`config.mk`:
```
export PLATFORM = sky130hd
export DESIGN_NAME = iwc_ctrl
export DESIGN_NICKNAME = d
export VERILOG_FILES = /design/src/iwc_pkg.sv /design/src/iwc_ctrl.sv /design/src/iwc_delay.sv
export VERILOG_INCLUDE_DIRS = /design/src /design/src/src
export SDC_FILE = /design/constraint.sdc
export NUM_CORES = 1
export LEC_CHECK = 0
export BUFFER_PORTS_ARGS = -buffer_cell sky130_fd_sc_hd__buf_2
export CELL_PAD_IN_SITES_DETAIL_PLACEMENT = 1
export CELL_PAD_IN_SITES_GLOBAL_PLACEMENT = 1
export CORE_MARGIN = 2
export CORE_UTILIZATION = 43
export DETAILED_ROUTE_END_ITERATION = 7
export PLACE_DENSITY = 0.89
export SLEW_MARGIN = 20
export SYNTH_ARGS = -nofsm -noshare
export SYNTH_HDL_FRONTEND = slang
export SYNTH_SLANG_ARGS = --single-unit
```
`constraint.sdc`:
```
create_clock -name pclk -period 2.55 [get_ports pclk]
set_input_delay 0.1275 -clock pclk [delete_from_list [all_inputs] [get_ports pclk]]
set_output_delay 0.1275 -clock pclk [all_outputs]
set_load 0.02 [all_outputs]
```
`src/iwc_defs.svh`:
```
// iwc_defs.svh: offsets, field positions, reset values and timing counts for the idle/wake controller
// assumes: included by bare name, clock is pclk at 125 MHz
`ifndef IWC_DEFS_SVH
`define IWC_DEFS_SVH

// clock period in picoseconds
`define IWC_CLK_PERIOD_PS 8000
// cpu wake delay, in ns
`define IWC_WAKE_DELAY_NS 1000
// internal oscillator settle time, in ns
`define IWC_SETTLE_NS 2000
// oscillator start-up time, in ns
`define IWC_OST_NS 8000
// cycle counts derived from the times (round up)
`define IWC_WAKE_CYC ((`IWC_WAKE_DELAY_NS * 1000 + `IWC_CLK_PERIOD_PS - 1) / `IWC_CLK_PERIOD_PS)
`define IWC_SETTLE_CYC ((`IWC_SETTLE_NS * 1000 + `IWC_CLK_PERIOD_PS - 1) / `IWC_CLK_PERIOD_PS)
`define IWC_OST_CYC ((`IWC_OST_NS * 1000 + `IWC_CLK_PERIOD_PS - 1) / `IWC_CLK_PERIOD_PS)

// register byte offsets
`define IWC_CTRL_OFS 12'h000
`define IWC_STAT_OFS 12'h004
`define IWC_CMD_OFS 12'h008

// control register fields
`define IWC_CTRL_SEL_LO 0
`define IWC_CTRL_SEL_HI 1
`define IWC_CTRL_IDLE 2
`define IWC_CTRL_FREQ_LSB 4
`define IWC_CTRL_FREQ_MSB 6
`define IWC_CTRL_LFSRC 7
`define IWC_CTRL_MEDSEL 8
`define IWC_CTRL_SECONDARY_OSC_GO 9
`define IWC_CTRL_GIE 10
`define IWC_CTRL_WDT_EN 11
`define IWC_CTRL_FSCM_EN 12
`define IWC_CTRL_XTAL 13
`define IWC_CTRL_RESET 32'h0000_0000

// command register fields (write one to act)
`define IWC_CMD_HALT 0
`define IWC_CMD_WDTCLR 1

// status register fields
`define IWC_ST_PRI_RUN 0
`define IWC_ST_SEC_ACT 1
`define IWC_ST_FAST_OK 2
`define IWC_ST_MED_OK 3
`define IWC_ST_MODE_LSB 4
`define IWC_ST_MODE_MSB 6
`define IWC_ST_CPU_RUN 7

`endif

```
`src/iwc_pkg.sv`:
```
// iwc_pkg: types for the idle/wake controller
// assumes: used together with iwc_defs.svh
package iwc_pkg;
    // power state of the controller
    typedef enum logic [2:0] {
        IWC_RUN,
        IWC_IDLE,
        IWC_SLEEP,
        IWC_WAKE
    } iwc_state_t;
    // clock owner of the system
    typedef enum logic [1:0] {
        IWC_SRC_PRI,
        IWC_SRC_SEC,
        IWC_SRC_INT
    } iwc_src_t;
    // clock enables toward the core
    typedef struct packed {
        logic cpu_clk_en;
        logic periph_clk_en;
        logic pri_osc_en;
        logic sec_osc_en;
        logic fast_osc_en;
        logic slow_osc_en;
    } iwc_clk_t;
    // wake-up sources
    typedef struct packed {
        logic irq;
        logic rst;
        logic wdt;
    } iwc_wake_t;
endpackage : iwc_pkg

```
`src/iwc_ctrl.sv`:
```
// iwc_ctrl: idle-mode entry and wake control with apb register access
// assumes: apb master on pclk, wake sources and clock loss synchronous to pclk
// Function
// - secondary idle: cpu stopped, peripherals on secondary
// - to secondary: primary off, flags updated
// - secondary wake: stay secondary, cpu after delay
// - no secondary enable: keep previous clock mode
// - internal idle: peripherals on internal multiplexer
// - to internal: primary off, frequency kept
// - fast oscillator enable; flag after settle
// - already stable flags survive idle entry
// - all clear: oscillator off, flags clear
// - medium select picks reported stability flag
// - internal wake: stay internal, cpu after delay
// - slow oscillator runs with watchdog/monitor
// - wake only by interrupt, reset, watchdog
// - enabled interrupt flag set starts wake
// - after irq wake: vector if global enable
// - fixed wake delay before execution restarts
// - watchdog: wake in idle, reset in run
// - watchdog cleared by halt, clear, loss, freq
// - reset wake restarts at address zero
// - startup timer skipped unless crystal leaving sleep
// - execution continues while fast oscillator settles
//
// Our own choices: the address map and register access over APB.
`timescale 1ns/1ps
`default_nettype none
`include "iwc_defs.svh"
module iwc_ctrl
    import iwc_pkg::*;
(
    input wire logic pclk,
    input wire logic presetn,
    input wire logic psel,
    input wire logic penable,
    input wire logic pwrite,
    input wire logic [11:0] paddr,
    input wire logic [31:0] pwdata,
    output logic [31:0] prdata,
    output logic pready,
    output logic pslverr,
    input wire logic irq_flag,
    input wire logic irq_enable,
    input wire logic wdt_timeout,
    input wire logic ext_reset,
    input wire logic clock_lost,
    input wire logic [3:0] sec_timer_osc_en,
    output iwc_clk_t clk_ctl,
    output logic wdt_clear,
    output logic wdt_reset,
    output logic cpu_vector,
    output logic cpu_restart_zero,
    output logic cpu_resume
);
    // register state
    logic [31:0] ctrl_reg;
    iwc_state_t state_reg;
    iwc_src_t src_reg;
    logic pri_run_reg;
    logic sec_act_reg;
    logic fast_ok_reg;
    logic med_ok_reg;
    logic was_irq_reg;
    logic was_rst_reg;
    logic [31:0] prdata_reg;
    iwc_clk_t clk_reg;
    logic wdt_clear_reg;
    logic wdt_reset_reg;
    logic vec_reg;
    logic zero_reg;
    logic resume_reg;
    logic pslverr_reg; // error answer, stands for the access cycle

    // apb decode
    wire logic acc = psel && penable;
    wire logic wr = acc && pwrite;
    wire logic hit_ctrl = (paddr == `IWC_CTRL_OFS);
    wire logic hit_stat = (paddr == `IWC_STAT_OFS);
    wire logic hit_cmd = (paddr == `IWC_CMD_OFS);
    wire logic unmapped = !(hit_ctrl || hit_stat || hit_cmd);
    wire logic wr_ctrl = wr && hit_ctrl;
    wire logic halt_cmd = wr && hit_cmd && pwdata[`IWC_CMD_HALT];
    wire logic clr_cmd = wr && hit_cmd && pwdata[`IWC_CMD_WDTCLR];

    // control fields
    wire logic sel_hi = ctrl_reg[`IWC_CTRL_SEL_HI];
    wire logic sel_lo = ctrl_reg[`IWC_CTRL_SEL_LO];
    wire logic idle_on_sleep = ctrl_reg[`IWC_CTRL_IDLE];
    wire logic [2:0] freq = ctrl_reg[`IWC_CTRL_FREQ_MSB:`IWC_CTRL_FREQ_LSB];
    wire logic lf_src = ctrl_reg[`IWC_CTRL_LFSRC];
    wire logic med_sel = ctrl_reg[`IWC_CTRL_MEDSEL];
    wire logic gie = ctrl_reg[`IWC_CTRL_GIE];
    wire logic wdt_en = ctrl_reg[`IWC_CTRL_WDT_EN];
    wire logic fscm_en = ctrl_reg[`IWC_CTRL_FSCM_EN];
    wire logic xtal = ctrl_reg[`IWC_CTRL_XTAL];
    wire logic [2:0] new_freq = pwdata[`IWC_CTRL_FREQ_MSB:`IWC_CTRL_FREQ_LSB];

    // switching is immediate in run; a secondary select with no
    // secondary enable leaves the current owner in place
    // secondary enabled by any of the enable bits
    wire logic sec_any = ctrl_reg[`IWC_CTRL_SECONDARY_OSC_GO] || (|sec_timer_osc_en);
    // requested source; low select bit ignored under high bit
    wire logic want_int = sel_hi;
    wire logic want_sec = !sel_hi && sel_lo && sec_any;
    wire iwc_src_t target = want_int ? IWC_SRC_INT : (want_sec ? IWC_SRC_SEC : src_reg);
    // fast oscillator output enable
    wire logic fast_need = (freq != 3'b000) || lf_src || med_sel;
    // which flag the current setting reports
    wire logic rep_med = med_sel && ((freq != 3'b000) || lf_src);
    wire logic rep_fast = !med_sel && ((freq != 3'b000) || lf_src);
    // wake triggers
    // a cause only counts while stopped; in run a time-out resets instead
    wire logic irq_wake = irq_flag && irq_enable;
    wire logic sleeping = (state_reg == IWC_IDLE) || (state_reg == IWC_SLEEP);
    wire logic wake_ev = sleeping && (irq_wake || ext_reset || wdt_timeout);
    // start-up timer only leaving sleep onto a crystal primary
    wire logic need_ost = (state_reg == IWC_SLEEP) && (src_reg == IWC_SRC_PRI) && xtal;
    wire logic running = (state_reg == IWC_RUN);
    wire logic int_drive = (src_reg == IWC_SRC_INT);
    wire logic freq_change = wr_ctrl && (new_freq != freq) && int_drive;

    // the three counters run side by side; the wake delay and the start-up
    // timer gate the cpu, the settle timer only raises the stability flags
    // counter handshakes
    logic wake_done;
    logic wake_busy;
    logic settle_done;
    logic settle_busy;
    logic ost_done;
    logic ost_busy;
    wire logic settle_start = fast_need && !fast_ok_reg && !med_ok_reg && !settle_busy && !settle_done;

    // cpu wake delay, runs alongside the others
    iwc_delay #(.CYCLES(`IWC_WAKE_CYC)) u_wake (
        .pclk(pclk),
        .presetn(presetn),
        .start(wake_ev),
        .abort(1'b0),
        .busy(wake_busy),
        .done(wake_done)
    );
    // internal oscillator settle timer
    // aborted as soon as the fast output is switched off
    iwc_delay #(.CYCLES(`IWC_SETTLE_CYC)) u_settle (
        .pclk(pclk),
        .presetn(presetn),
        .start(settle_start),
        .abort(!fast_need),
        .busy(settle_busy),
        .done(settle_done)
    );
    // oscillator start-up timer
    iwc_delay #(.CYCLES(`IWC_OST_CYC)) u_ost (
        .pclk(pclk),
        .presetn(presetn),
        .start(wake_ev && need_ost),
        .abort(1'b0),
        .busy(ost_busy),
        .done(ost_done)
    );

    // wake finishes when wake delay has expired and no start-up timer remains
    // a wake event only fires while idle or asleep, so its term never holds the finish off
    wire logic wake_fin = (state_reg == IWC_WAKE) && !wake_busy && !ost_busy && !wake_ev;

    // control register: software writes, wake never touches mode bits
    // writes outside run are dropped so a wake can never see its
    // mode bits move under it
    always_ff @(posedge pclk or negedge presetn)
    begin
        if (!presetn)
            ctrl_reg <= `IWC_CTRL_RESET;
        else if (wr_ctrl && running)
            ctrl_reg <= pwdata;
    end

    // power state machine
    // halt only acts from run; a halt written while stopped is ignored
    // the wake cause is latched so the restart pulses can tell
    // a reset exit from an interrupt exit once the delay has run out
    always_ff @(posedge pclk or negedge presetn)
    begin
        if (!presetn)
        begin
            state_reg <= IWC_RUN;
            src_reg <= IWC_SRC_PRI;
            was_irq_reg <= 1'b0;
            was_rst_reg <= 1'b0;
        end
        else
        begin
            unique case (state_reg)
                IWC_RUN:
                begin
                    src_reg <= target;
                    if (halt_cmd)
                        state_reg <= idle_on_sleep ? IWC_IDLE : IWC_SLEEP;
                end
                IWC_IDLE, IWC_SLEEP:
                begin
                    if (wake_ev)
                    begin
                        state_reg <= IWC_WAKE;
                        was_irq_reg <= irq_wake && !ext_reset;
                        was_rst_reg <= ext_reset;
                    end
                end
                IWC_WAKE:
                begin
                    if (wake_fin)
                        state_reg <= IWC_RUN;
                end
            endcase
        end
    end

    // clock status flags
    always_ff @(posedge pclk or negedge presetn)
    begin
        if (!presetn)
        begin
            pri_run_reg <= 1'b1;
            sec_act_reg <= 1'b0;
            fast_ok_reg <= 1'b0;
            med_ok_reg <= 1'b0;
        end
        else
        begin
            // source change flags
            pri_run_reg <= (src_reg == IWC_SRC_PRI) && (state_reg != IWC_SLEEP);
            sec_act_reg <= (src_reg == IWC_SRC_SEC);
            // stability: set on settle end, kept while enabled, cleared when off
            // a flag already stable before halt stays, nothing re-arms the timer
            if (!fast_need)
            begin
                fast_ok_reg <= 1'b0;
                med_ok_reg <= 1'b0;
            end
            else if (settle_done || fast_ok_reg || med_ok_reg)
            begin
                fast_ok_reg <= rep_fast;
                med_ok_reg <= rep_med;
            end
        end
    end

    // clock enables toward core; peripherals run through settling
    // the cpu gate opens on the same edge as the resume pulse, so the
    // core never sees a clock before it is told where to restart
    always_ff @(posedge pclk or negedge presetn)
    begin
        if (!presetn)
            clk_reg <= '{cpu_clk_en: 1'b1, periph_clk_en: 1'b1, pri_osc_en: 1'b1,
                         sec_osc_en: 1'b0, fast_osc_en: 1'b0, slow_osc_en: 1'b1};
        else
        begin
            clk_reg.cpu_clk_en <= running || wake_fin;
            clk_reg.periph_clk_en <= (state_reg != IWC_SLEEP) || wake_fin;
            clk_reg.pri_osc_en <= (src_reg == IWC_SRC_PRI) && (state_reg != IWC_SLEEP);
            clk_reg.sec_osc_en <= sec_any || (src_reg == IWC_SRC_SEC);
            clk_reg.fast_osc_en <= fast_need;
            clk_reg.slow_osc_en <= wdt_en || fscm_en || !fast_need;
        end
    end

    // watchdog clear and reset pulses
    // a time-out while stopped is a wake cause, never a reset
    always_ff @(posedge pclk or negedge presetn)
    begin
        if (!presetn)
        begin
            wdt_clear_reg <= 1'b0;
            wdt_reset_reg <= 1'b0;
        end
        else
        begin
            wdt_clear_reg <= halt_cmd || clr_cmd || (clock_lost && fscm_en) || freq_change;
            wdt_reset_reg <= wdt_timeout && running;
        end
    end

    // cpu restart indications, one pulse at resume
    always_ff @(posedge pclk or negedge presetn)
    begin
        if (!presetn)
        begin
            vec_reg <= 1'b0;
            zero_reg <= 1'b0;
            resume_reg <= 1'b0;
        end
        else
        begin
            resume_reg <= wake_fin;
            vec_reg <= wake_fin && was_irq_reg && gie;
            zero_reg <= wake_fin && was_rst_reg;
        end
    end

    // apb read mux and answer
    // the command word reads as zero; it only carries strobes
    wire logic [31:0] stat_word = {24'h00_0000, running, 1'b0, state_reg[1:0],
                                   med_ok_reg, fast_ok_reg, sec_act_reg, pri_run_reg};
    wire logic [31:0] rd_mux = hit_ctrl ? ctrl_reg : (hit_stat ? stat_word : 32'h0000_0000);

    // zero-wait answer registered on setup
    always_ff @(posedge pclk or negedge presetn)
    begin
        if (!presetn)
        begin
            prdata_reg <= 32'h0000_0000;
        end
        else if (psel && !penable)
        begin
            prdata_reg <= rd_mux;
        end
    end

    // error answer registered at setup, dropped again at the access edge
    always_ff @(posedge pclk or negedge presetn)
    begin
        if (!presetn)
        begin
            pslverr_reg <= 1'b0;
        end
        else
        begin
            pslverr_reg <= psel && !penable && unmapped;
        end
    end

    assign prdata = prdata_reg;
    assign pready = 1'b1;
    assign pslverr = pslverr_reg;
    assign clk_ctl = clk_reg;
    assign wdt_clear = wdt_clear_reg;
    assign wdt_reset = wdt_reset_reg;
    assign cpu_vector = vec_reg;
    assign cpu_restart_zero = zero_reg;
    assign cpu_resume = resume_reg;
endmodule : iwc_ctrl
`default_nettype wire

```
`src/iwc_delay.sv`:
```
// iwc_delay: one-shot cycle down-counter, start pulse loads, one-cycle done pulse on expiry
// assumes: single clock pclk, asynchronous active-low reset
`timescale 1ns/1ps
`default_nettype none
module iwc_delay
    import iwc_pkg::*;
#(
    parameter int CYCLES = 1
)
(
    input wire logic pclk,
    input wire logic presetn,
    input wire logic start,
    input wire logic abort,
    output logic busy,
    output logic done
);
    localparam int W = $clog2(CYCLES + 1);
    // remaining cycles
    logic [W-1:0] cnt_reg;

    // load on start, count down, done when reaching zero
    always_ff @(posedge pclk or negedge presetn)
    begin
        if (!presetn)
        begin
            cnt_reg <= '0;
            done <= 1'b0;
        end
        else if (abort)
        begin
            cnt_reg <= '0;
            done <= 1'b0;
        end
        else if (start)
        begin
            cnt_reg <= W'(CYCLES);
            done <= 1'b0;
        end
        else if (cnt_reg != '0)
        begin
            cnt_reg <= cnt_reg - W'(1);
            done <= (cnt_reg == W'(1));
        end
        else
        begin
            done <= 1'b0;
        end
    end
    assign busy = (cnt_reg != '0);
endmodule : iwc_delay
`default_nettype wire

```
Word-level counts from Yosys, hierarchy flattened
Index checks and enable logic that the tools add are counted.
{"block": "totals", "reg_bits": 112, "latchBits": 0, "ram_bits": 0, "romBits": 0, "output_inout_bits": 45, "word_cells": 146, "mem_count": 0}
{"block": "classes", "add_sub_neg": 3, "multipliers": 0, "div": 0, "n_lt_le_gt_ge": 0, "eq_ne": 15, "shifts": 0, "mux": 23, "n_bitwise": 0, "reduce_logical": 80}
{"operator": "$logic_and A1 B1 Y1", "n": 34}
{"operator": "$mux W32", "n": 1}
{"operator": "$mux W8", "n": 4}
{"operator": "$mux W10", "n": 2}
{"operator": "$logic_or A1 B1 Y1", "n": 18}
{"operator": "$mux W7", "n": 2}
{"operator": "$logic_not A1 Y1", "n": 13}
{"operator": "$eq A12 B3 Y1 const B", "n": 1}
{"operator": "$eq A12 B4 Y1 const B", "n": 1}
{"operator": "$logic_not A12 Y1", "n": 1}
{"operator": "$reduce_bool A10 Y1", "n": 1}
{"operator": "$sub A10 B1 Y10 const B", "n": 1}
{"operator": "$mux W3", "n": 3}
{"operator": "$pmux W3 S3", "n": 1}
{"operator": "$eq A8 B1 Y1 const B", "n": 1}
{"operator": "$reduce_bool A8 Y1", "n": 1}
{"operator": "$sub A8 B1 Y8 const B", "n": 1}
{"operator": "$mux W1", "n": 7}
{"operator": "$reduce_bool A7 Y1", "n": 1}
{"operator": "$sub A7 B1 Y7 const B", "n": 1}
{"operator": "$eq A3 B2 Y1 const B", "n": 2}
{"operator": "$mux W2", "n": 3}
{"operator": "$ne A2 B2 Y1 const B", "n": 3}
{"operator": "$reduce_bool A2 Y1", "n": 3}
{"operator": "14 further kinds", "n": 15}

Longest topological paths before layout
Gate-level depths: netlist of the first run.
{"block": "depth", "word_depth": 9, "mapped_depth": 8}

Modules after synthesis
Synthesis of the first run repeated with hierarchy kept, for this count alone.
{"block": "unflattened", "cells_unflattened": 419, "hier_area_um2": 5237.5}
{"mod": "iwc_ctrl", "instances": 1, "cells_per_inst": 251, "area_each_um2": 3597.2, "seq_area_each_um2": 2132.0}
{"mod": "iwc_delay at u_ost", "instances": 1, "cells_per_inst": 64, "area_each_um2": 615.6, "seq_area_each_um2": 275.3}
{"mod": "iwc_delay at u_settle", "instances": 1, "cells_per_inst": 58, "area_each_um2": 544.3, "seq_area_each_um2": 225.2}
{"mod": "iwc_delay at u_wake", "instances": 1, "cells_per_inst": 46, "area_each_um2": 480.5, "seq_area_each_um2": 200.2}

Least setup slack after synthesis of the first run
OpenSTA, ideal clock, no wires.
{"block": "synth_path", "path_kind": "register -> register", "startpoint": "register u_ost.cnt_reg[0]", "endpoint": "register state_reg[1]", "setup_ns": 0.079, "t_arrival_ns": 2.170, "required_ns": 2.471, "path_slack_ns": 0.300, "path_stages_with_launch": 9, "period_less_slack_ns": 2.250, "cell_sequence": "dfrtp_1 inv_1 ha_1 or4b_4 or3_1 buf_2 and3b_1 o221a_4 mux2i_1"}
{"block": "synth_between", "elab_chain_cells": 6}
{"item": "start, declared", "line_no": "iwc_delay.sv:20", "text": "logic [W-1:0] cnt_reg;"}
{"item": "start signal, assigned", "line_no": "iwc_delay.sv:37", "text": "cnt_reg <= W'(CYCLES);"}
{"item": "start signal, assigned", "line_no": "iwc_delay.sv:42", "text": "cnt_reg <= cnt_reg - W'(1);"}
{"item": "$reduce_bool A10 Y1", "line_no": "iwc_delay.sv:50", "text": "assign busy = (cnt_reg != '0);"}
{"item": "$logic_not A1 Y1", "line_no": "iwc_ctrl.sv:165", "text": "wire logic wake_fin = (state_reg == IWC_WAKE) && !wake_busy && !ost_busy && !wake_ev;"}
{"item": "$logic_and A1 B1 Y1 (2 in series)", "line_no": "iwc_ctrl.sv:165"}
{"item": "$ne A2 B2 Y1 (no source line)"}
{"item": "$reduce_and A3 Y1 (no source line)"}
{"item": "end signal, assigned", "line_no": "iwc_ctrl.sv:198", "text": "state_reg <= idle_on_sleep ? IWC_IDLE : IWC_SLEEP;"}
{"item": "end, declared", "line_no": "iwc_ctrl.sv:58", "text": "iwc_state_t state_reg;"}
Every way passes these cells.
A chain may end at the register's enable or synchronous reset.

Worst setup path in the final report of the first run
{"block": "layout_path", "startpoint": "register u_ost.cnt_reg[0]", "endpoint": "register state_reg[0]"}
The elaborated chain is that of the path after synthesis.

==> results of run 1 <==
## synth_stat cells, types with 2 or more instances
cell type  number  area (um2)
a211oi_1        4       30.03
nor3_1         11       55.05
dfstp_2         4       105.1
ha_1            9       112.6
and3_1          4       25.02
or3_1           6       37.54
o31ai_1         6       45.04
nor4_1         10       62.56
clkbuf_1       11       41.29
nand2b_1        4       25.02
nor2_1         17       63.81
mux2_2         30       337.8
buf_4           2       15.01
o41ai_1         2       17.52
and2_1          2       12.51
o211ai_1        3       22.52
a22o_1         27       236.5
dfrtp_1       107        2678
buf_2           5       25.02
inv_1          14       52.55
mux2_1          3       33.78
a22oi_1         8       60.06
mux2i_1         4       40.04
a211o_1         3       26.28
or4_1           5       37.54
nand3_1         7       35.03
o21ai_0         9       45.04
nand2_1        37       138.9
nor3b_1         3       22.52
xnor2_1         9       78.83
a21oi_1         6       30.03
## final cells by class
type,count,area [um2],share of cell area
Antenna cell,1,2.502,0.0004169
Clock inverter,7,78.83,0.01313
Inverter,14,52.55,0.008755
Clock buffer,9,123.9,0.02064
Tap cell,140,175.2,0.02918
Multi-Input combinational cell,246,1788,0.2979
Sequential cell,111,2783,0.4636
Timing Repair Buffer,152,998.5,0.1664
## through the flow
stage	instances	power [W]	util	setup slack [ns]	cell area, um2
3_3_place_gp	625	0.001909	0.5041	0.3456	5416
6_report	680	0.003003	0.5586	0.1740	6002
5_1_grt	680	0.003118	0.5586	0.08396	6002
4_1_cts	679	0.003031	0.5583	0.1884	6000
2_1_floorplan	389	0.001817	-	0.3004	4700
3_5_place_dp	625	0.001914	0.5041	0.2091	5416
## kinds of logic (layout without fill, tap and decap cells)
logic type / Yosys count / in the layout / synth area share
multiplexers: 37 / 37 / 0.08759
buffers and inverters: 32 / 182 / 0.02849
XOR/XNOR: 10 / 10 / 0.01864
adder cells (fa/ha/maj): 9 / 9 / 0.02396
flip-flops: 111 / 111 / 0.5921
other: 1 / 2 / 0.0007980
AND/OR/NAND/NOR: 118 / 118 / 0.1315
AO/OA/AOI/OAI: 71 / 71 / 0.1169
## layer usage
layer  vias to the layer above  track usage
li1                       1688            -
met1                      1904       0.2940
met2                       105       0.4143
met3                        14      0.04099
met4                         0      0.07875
met5                         -            0
## worst max-delay path, delay by kind of cell, from the launching register on
kind            cells  cell delay, ns
simple gates        3            1.14
compound gates      1            0.22
flops               1            0.45
mux                 1            0.18
buf+inv             1            0.12
fa+ha+maj           1            0.18
## power by group
part	switching (W)	internal, W
sequential	0.000000454	0.00176
clock	0.000686	0.000392
combinational	0.0000836	0.0000799
## path summary, 6_finish.rpt
check	start	to	slack [ns]	cells after the start
max	u_ost.cnt_reg[0]$_DFFE_PN0P_	state_reg[0]$_DFFE_PN0P_	0.17	7
min	pwdata[0]	ctrl_reg[0]$_DFFE_PN0P_	0.03	2
max reg2reg	u_ost.cnt_reg[0]$_DFFE_PN0P_	state_reg[0]$_DFFE_PN0P_	0.17	7
min reg2reg	prdata[5]$_DFFE_PN0P_	prdata[5]$_DFFE_PN0P_	0.48	2
max in group asynchronous	presetn	clk_ctl[4]$_DFF_PN1_	1.43	3
min in group asynchronous	presetn	prdata[10]$_DFFE_PN0P_	0.32	2
## repair_timing
action / in CTS / in global routing
hold endpoints to repair: 90 / 0
endpoints found under the setup margin: 0 / 0
hold buffers: 38 / 0
==> flow_summary.yaml, run 1 <==
floorplanning:
  die_y_um: 108.5
  core_area_um2: 10750
  die_w_um: 108.5
  fp-row-count: 38
  dieArea_um2: 11780
  start_util: 0.4374
  ios: 103
routing:
  dr_wl_met3_um: 677
  via_per_inst: 5.457
  drcViolationCount: 0
  post_drt_wl_per_cell_um: 19.25
  met2WireLength_mm: 6.918
  wl_mm: 13.09
  vias: 3711
  ant_nets: 0
  met1_length_mm: 5.279
  drt_iter0_markers: 199
  dr.max_layer_used: "met4"
  first_pass_iters: 4
synth:
  syn_area_um2: 4700
  synth_cell_types: 48
  dominantRegCellSynth: "dfrtp_1"
  ys_seq_area_frac: 0.5921
  synth-edff-count: 0
  synthCells: 389
  synth_fp_nets: 456
  synthArstFlopShare: 1.000
  syn_area_per_cell_um2: 12.08
  yosysWarningCount: 0
  synth_seq_cells: 111
finish:
  layout_common_cells: "dfrtp_1 (107), buf_2 (100), dlygate4sd3_1 (38)"
  drive_gt1_frac: 0.3154
  final_nets: 601
  layout_commonest_cell: "dfrtp_1"
  syn2layout_area_growth_pct: 27.72
  nFillCells: 1167
clock_network:
  htreeDepth: 3
  cts_buffers: 9
  worstSkewPairLatency_ns: 0.40
  cts_resized: 0
  cts.path.max_buffers: 2
  cts_sinks: 111
  cts_root_buffer: "clkbuf_8"
  path_clk_slew_ns: 0.11
  cts_tree: "built"
  post_cts_buffers: 0
grt:
  antenna_found_initial: 1
  grt.total_usage: 0.2359
  grt_pass1_vias: 4066
  grt_pass1_wl_mm: 21.08
  gr-total-overflow: 0
  grt_max_degree: 57
worst_setup_path:
  crit_fanout: 4
  path_cells: "inv_1 > ha_1 > or4b_4 > or3_1 > and3b_1 > o221a_4 > mux2i_1"
  required_ns: 2.86
  cp.arrival_ns: 2.68
  cp-end-kind: "flop"
  critPathLaunchType: "flop"
  worstSetupPathType: "reg -> reg"
  cpMaxStageDelayCell: "or4b_4"
  cpPeakStageDelay_ns: 0.48
hold_path:
  hold_path.class: "in -> reg"
status:
  status: "finished clean"
timing:
  final_max_slew_viol_count: 0
  holdWs_ns: 0.02712
  post-route-period-util: 0.9318
  period_minus_slack_ns: 2.376
  setup_viol: 0
  finalHoldViolations: 0
  tns_ns: 0
  worst_pin_slew_ns: 0.7350
  rsz0062_at_grt: "no"
  skew_ns: 0.02870
  maxSlewHeadroom: 0.5100
  fmax_ghz: 0.4209
placed_design:
  portBuffers: 101
  dp_hpwl_mm: 8.872
  gp_congestion: 0.8541
power_and_ir_drop:
  power_leakage_nw: 3.040
  worst_ir_drop_vdd_uv: 237.9
  power_density_nw_per_um2: 500.4
job:
  drv_cap: 0
(Power assumes the default switching activity.)
==> run 2: changes to the inputs <==
Settings changed: CORE_UTILIZATION 43 to 39, PLACE_DENSITY 0.89 to 0.85.
Clock period 2.55 ns to 2.1 ns, I/O delays scaled along.
==> run 2 against run 1 <==
Net effect: the flow now finishes with violations (negative setup slack); die area up 9.9%; fmax is 8.9% higher; clock skew fell by 0.022 ns.
==> flow_summary.yaml, run 2 (synthesis gave the netlist of run 1 again) <==
grt:
  grtUsageMet1: 0.2624
  grt.total_usage: 0.2085
  met2_usage: 0.3561
  grt_pass1_wl_mm: 20.86
  grt-busiest-layer: "met2"
  gr-total-overflow: 0
  grtUsageMet3: 0.04357
  antenna_found_initial: 0
  grt_pass1_vias: 4064
  grt_max_degree: 42
placed_design:
  gp_congestion: 0.7985
  portBuffers: 101
  dp_hpwl_mm: 8.884
timing:
  period_minus_slack_ns: 2.181
  fmax_ghz: 0.4585
  skew_ns: 0.007083
  fin_ws_ns: -0.08116
  rsz0062_at_grt: "yes"
  holdWs_ns: 0.01230
  post-route-period-util: 1.039
  setup_viol: 3
  finalHoldViolations: 0
  maxSlewHeadroom: 0.6153
  final_max_slew_viol_count: 0
  tns_ns: -0.1607
  worst_pin_slew_ns: 0.5719
finish:
  syn2layout_area_growth_pct: 32.16
  layout_common_cells: "dfrtp_1 (107), buf_2 (100), nand2_1 (37)"
  antennaDiodeCount: 0
  layout_commonest_cell: "dfrtp_1"
  final_nets: 607
  drive_gt1_frac: 0.3468
routing:
  ant_nets: 0
  vias: 3674
  wl_mm: 12.80
  first_pass_iters: 4
  post_drt_wl_per_cell_um: 18.50
  drcViolationCount: 0
  via_per_inst: 5.309
  drt_iter0_markers: 138
hold_path:
  timing.hold.worst.start: "pwdata[6]"
  hold_path.class: "in -> reg"
  whs_endpoint: "ctrl_reg[6]$_DFFE_PN0P_"
  holdPathStages: 2
worst_setup_path:
  cpMaxStageDelayCell: "or4b_4"
  r2r-start: "u_ost.cnt_reg[0]$_DFFE_PN0P_"
  rr_worst_depth: 7
  path_cells: "inv_2 > ha_4 > or4b_4 > or3_4 > and3b_2 > o221a_4 > mux2i_1"
  required_ns: 2.38
  critPathLaunchType: "flop"
  crit_fanout: 3
  cp.arrival_ns: 2.46
  timing.rr.end: "state_reg[1]$_DFFE_PN0P_"
  cpPeakStageDelay_ns: 0.45
  worstSetupPathType: "reg -> reg"
  cp-end-kind: "flop"
  r2r_setup_slack_ns: -0.08
status:
  status: "finished with violations"
  violations: "negative setup slack"
floorplanning:
  core_area_um2: 11860
  ios: 103
  fp-row-count: 40
  die_y_um: 113.8
  start_util: 0.3962
  dieArea_um2: 12940
  die_w_um: 113.8
clock_network:
  path_clk_slew_ns: 0.07
  cts_root_buffer: "clkbuf_16"
  htreeDepth: 3
  cts_tree: "built"
  worstSkewPairLatency_ns: 0.36
  cts_buffers: 9
  cts_sinks: 111
  cts.path.max_buffers: 2
power_and_ir_drop:
  power_leakage_nw: 3.130
  power_density_nw_per_um2: 672.7
  worst_ir_drop_vdd_uv: 392.0
job:
  drv_cap: 0
==> run 2: changes by cell type in the layout (fill, tap and decap cells not counted), sizes merged <==
cell and delta:
inv -4, dlygate4sd3 -7, bufinv +2, clkinv -1, diode -1, clkinvlp +1, buf +13, clkbuf +2
==> run 2: worst max-delay path by stage <==
stage / startpoint / endpoint / slack (ns) / cells after the start
global placement: u_ost.cnt_reg[0]$_DFFE_PN0P_ / state_reg[1]$_DFFE_PN0P_ / -0.03 / 7
detailed placement: u_ost.cnt_reg[0]$_DFFE_PN0P_ / state_reg[1]$_DFFE_PN0P_ / -0.10 / 7
floorplan: u_ost.cnt_reg[0]$_DFFE_PN0P_ / state_reg[1]$_DFFE_PN0P_ / -0.1 / 8
global route: u_ost.cnt_reg[0]$_DFFE_PN0P_ / state_reg[1]$_DFFE_PN0P_ / -0.17 / 7
CTS: u_ost.cnt_reg[0]$_DFFE_PN0P_ / state_reg[1]$_DFFE_PN0P_ / -0.06 / 7
finish: u_ost.cnt_reg[0]$_DFFE_PN0P_ / state_reg[1]$_DFFE_PN0P_ / -0.08 / 7
==> run 2: power by group <==
group	total [W]	internal [W]	switching, W	leakage (nW)
clock	0.00185	0.00108	0.000770	0.156
combinational	0.000191	0.0000922	0.0000990	1.51
sequential	0.00214	0.00214	0.000000581	1.47
total	0.00418	0.00331	0.000869	3.13
==> run 2: layout make-up <==
cell class / count / area [um2]
Multi-Input combinational cell: 246 / 1817
Timing Repair Buffer: 158 / 1051
Clock inverter: 5 / 81.33
Inverter: 14 / 52.55
Tap cell: 147 / 183.9
Clock buffer: 11 / 242.7
Fill cell: 1286 / 5650
Sequential cell: 111 / 2783
==> run 2: metrics by stage <==
stage | cells | setup slack (ns) | area (um2) | util | power, W
2_1_floorplan | 389 | -0.09768 | 4706 | - | 0.002206
3_3_place_gp | 642 | -0.03115 | 5525 | 0.4658 | 0.002324
3_5_place_dp | 642 | -0.1040 | 5525 | 0.4658 | 0.002329
4_1_cts | 689 | -0.06437 | 6171 | 0.5203 | 0.004235
5_1_grt | 692 | -0.1664 | 6211 | 0.5236 | 0.004329
6_report | 692 | -0.08116 | 6211 | 0.5236 | 0.004178
==> run 2: repair_timing <==
action,4_1_cts,5_1_grt
resized for setup,4,4
setup buffers,0,3
hold buffers,31,0
cloned,0,0
hold endpoints to repair,65,0
pin swaps,0,3
endpoints found under the setup margin,9,8
==> run 2: worst max-delay path: cells and delay by family (launching register included) <==
family / cells / cell delay (ns)
buffers and inverters: 1 / 0.09
AO/OA/AOI/OAI: 1 / 0.20
adder cells (fa/ha/maj): 1 / 0.13
AND/OR/NAND/NOR: 3 / 1.11
multiplexers: 1 / 0.17
flip-flops: 1 / 0.39
==> run 2: per-layer routing <==
| layer | part of all wire | vias to the layer above |
|---|---|---|
| met5 | 0 | - |
| met4 | 0.021 | 0 |
| met3 | 0.045 | 21 |
| met2 | 0.51 | 102 |
| met1 | 0.43 | 1848 |
| li1 | - | 1703 |
==> run 3: changes to the inputs <==
Settings changed: CORE_UTILIZATION 39 to 47, PLACE_DENSITY 0.85 to 0.93, SYNTH_HIERARCHICAL from default to 1.
Clock period 2.1 ns to 2.6 ns, I/O delays scaled along.
==> run 3 against run 2 <==
Net effect: the flow now finishes without violations; clock power fell by 37%; synthesized cell count rose by 5.4%; worst setup slack improved by 0.28 ns; count of clock-buffer cells in the layout fell by 1; critical endpoint unchanged; largest power group unchanged.
==> flow_summary.yaml, run 3 <==
status:
  status: "finished clean"
timing:
  setup_viol: 0
  period_minus_slack_ns: 2.397
  finalHoldViolations: 0
  rsz0062_at_grt: "no"
  worst_pin_slew_ns: 0.7138
  fmax_ghz: 0.4171
  post-route-period-util: 0.9221
  maxSlewHeadroom: 0.5242
  tns_ns: 0
  skew_ns: 0.01837
  final_max_slew_viol_count: 0
finish:
  antennaDiodeCount: 0
  drive_gt1_frac: 0.3292
  multi_input_area_um2: 2141
  final_nets: 624
  layout_commonest_cell: "dfrtp_1"
  ff_latch_area_um2: 2783
  syn2layout_area_growth_pct: 24.94
  layout_common_cells: "dfrtp_1 (107), buf_2 (100), dlygate4sd3_1 (37)"
  nFillCells: 1157
  final_area_um2: 6412
power_and_ir_drop:
  power_density_nw_per_um2: 686.2
  p_int_w: 0.002950
  power_leakage_nw: 3.161
  switching_share: 0.3295
  p_comb_frac: 0.275
  clkPwrFrac: 0.263
  switchingPower_w: 0.001450
  seq_power_share: 0.462
  worst_ir_drop_vdd_uv: 450.1
routing:
  post_drt_wl_per_cell_um: 20.96
  via_per_inst: 5.660
  ant_nets: 0
  drt_iter0_markers: 164
  drcViolationCount: 0
  wl_mm: 14.71
  vias: 3973
  first_pass_iters: 4
grt:
  met2_usage: 0.4728
  gr-total-overflow: 0
  grtUsageMet1: 0.3112
  grt_pass1_vias: 4445
  grt-busiest-layer: "met2"
  grt_pass1_wl_mm: 23.65
  antenna_found_initial: 0
  grt_max_degree: 55
  grt.total_usage: 0.2704
  grtUsageMet3: 0.07173
clock_network:
  post_cts_buffers: 0
  worstSkewPairLatency_ns: 0.40
  path_clk_slew_ns: 0.10
  cts_buffers: 9
  cts.path.max_buffers: 2
  cts_tree: "built"
  cts_root_buffer: "clkbuf_8"
  cts_sinks: 111
  htreeDepth: 3
synth:
  syn_area_per_cell_um2: 12.52
  yosysWarningCount: 6
  syn_area_um2: 5132
  synthCells: 410
hold_path:
  holdPathStages: 3
  timing.hold.worst.start: "irq_enable"
  hold_path.class: "in -> reg"
  whs_endpoint: "was_irq_reg$_DFFE_PN0P_"
worst_setup_path:
  worstSetupPathType: "reg -> reg"
  crit_fanout: 5
  r2r-start: "u_wake/cnt_reg[0]$_DFFE_PN0P_"
  cpMaxStageDelayCell: "dfrtp_1"
  rr_worst_depth: 9
  cp.arrival_ns: 2.71
  path_cells: "inv_1 > ha_1 > or2b_2 > nor2_8 > inv_2 > o31a_1 > a21oi_1 > a21boi_0 > a2bb2oi_1"
  critPathLaunchType: "flop"
  r2r_setup_slack_ns: 0.20
  timing.rr.end: "state_reg[1]$_DFFE_PN0P_"
  cpPeakStageDelay_ns: 0.44
  cp-end-kind: "flop"
  required_ns: 2.92
floorplanning:
  start_util: 0.4776
  ios: 103
  die_w_um: 108.5
  core_area_um2: 10750
  die_y_um: 108.5
  fp-row-count: 38
  dieArea_um2: 11770
placed_design:
  portBuffers: 101
  dp_hpwl_mm: 10.21
  placed_cell_area_um2: 5822
  gp_congestion: 0.9090
job:
  drv_cap: 0
run 3: power by group through the flow:
stage / Clock [W] / Combinational, W / Sequential, W
floorplan: 0 / 0.000795 / 0.00204
global placement: 0 / 0.00107 / 0.00204
detailed placement: 0 / 0.00116 / 0.00206
CTS: 0.00118 / 0.00121 / 0.00203
global route: 0.00125 / 0.00134 / 0.00205
finish: 0.00116 / 0.00121 / 0.00203
run 3: what timing repair did:
action	in CTS	in global routing
endpoints found under the hold margin	87	0
endpoints found under the setup margin	0	1
resized for setup	0	1
hold buffers	37	0
run 3: per-stage QoR:
step / worst slack [ns] / total power (W) / utilization / hold slack [ns] / std cells
final: 0.2026 / 0.004400 / 0.5968 / 0.01553 / 702
after global routing: 0.05394 / 0.004644 / 0.5968 / 0.03025 / 702
after CTS: 0.2203 / 0.004423 / 0.5966 / 0.001245 / 702
after detailed placement: 0.2457 / 0.003225 / 0.5418 / 0.2313 / 649
after global placement: 0.3446 / 0.003105 / 0.5418 / 0.2201 / 649
after floorplan: 0.09747 / 0.002832 / - / -0.1656 / 414
run 3: layer usage:
metal	up-vias	part of all wire
met4	0	0.041
met5	-	0
li1	1803	-
met1	2015	0.38
met3	43	0.045
met2	112	0.53
run 3: area by class of cell:
cell class,instances,share of cell area
Sequential cell,111,0.4340
Inverter,21,0.01229
Multi-Input combinational cell,261,0.3339
Timing Repair Buffer,153,0.1584
Tap cell,140,0.02732
Clock buffer,10,0.01990
Clock inverter,6,0.01424
run 3: worst max path at each step:
stage                                          startpoint                         endpoint  slack [ns]  cells past startpoint
final                       u_wake/cnt_reg[0]$_DFFE_PN0P_         state_reg[1]$_DFFE_PN0P_        0.20                      9
after floorplan           u_settle/cnt_reg[4]$_DFFE_PN0P_  u_settle/cnt_reg[5]$_DFFE_PN0P_         0.1                      7
after global placement    u_settle/cnt_reg[5]$_DFFE_PN0P_  u_settle/cnt_reg[5]$_DFFE_PN0P_        0.34                      7
after CTS                   u_wake/cnt_reg[0]$_DFFE_PN0P_         state_reg[1]$_DFFE_PN0P_        0.22                      9
after global routing        u_wake/cnt_reg[0]$_DFFE_PN0P_         state_reg[0]$_DFFE_PN0P_        0.05                      9
after detailed placement  u_settle/cnt_reg[4]$_DFFE_PN0P_  u_settle/cnt_reg[5]$_DFFE_PN0P_        0.25                      7
run 3: worst max-delay path, delay by kind of cell, from the launching register on:
family | cells | cell delay [ns]
simple gates | 2 | 0.50
fa+ha+maj | 1 | 0.18
buf+inv | 2 | 0.19
flops | 1 | 0.44
compound gates | 4 | 1.00
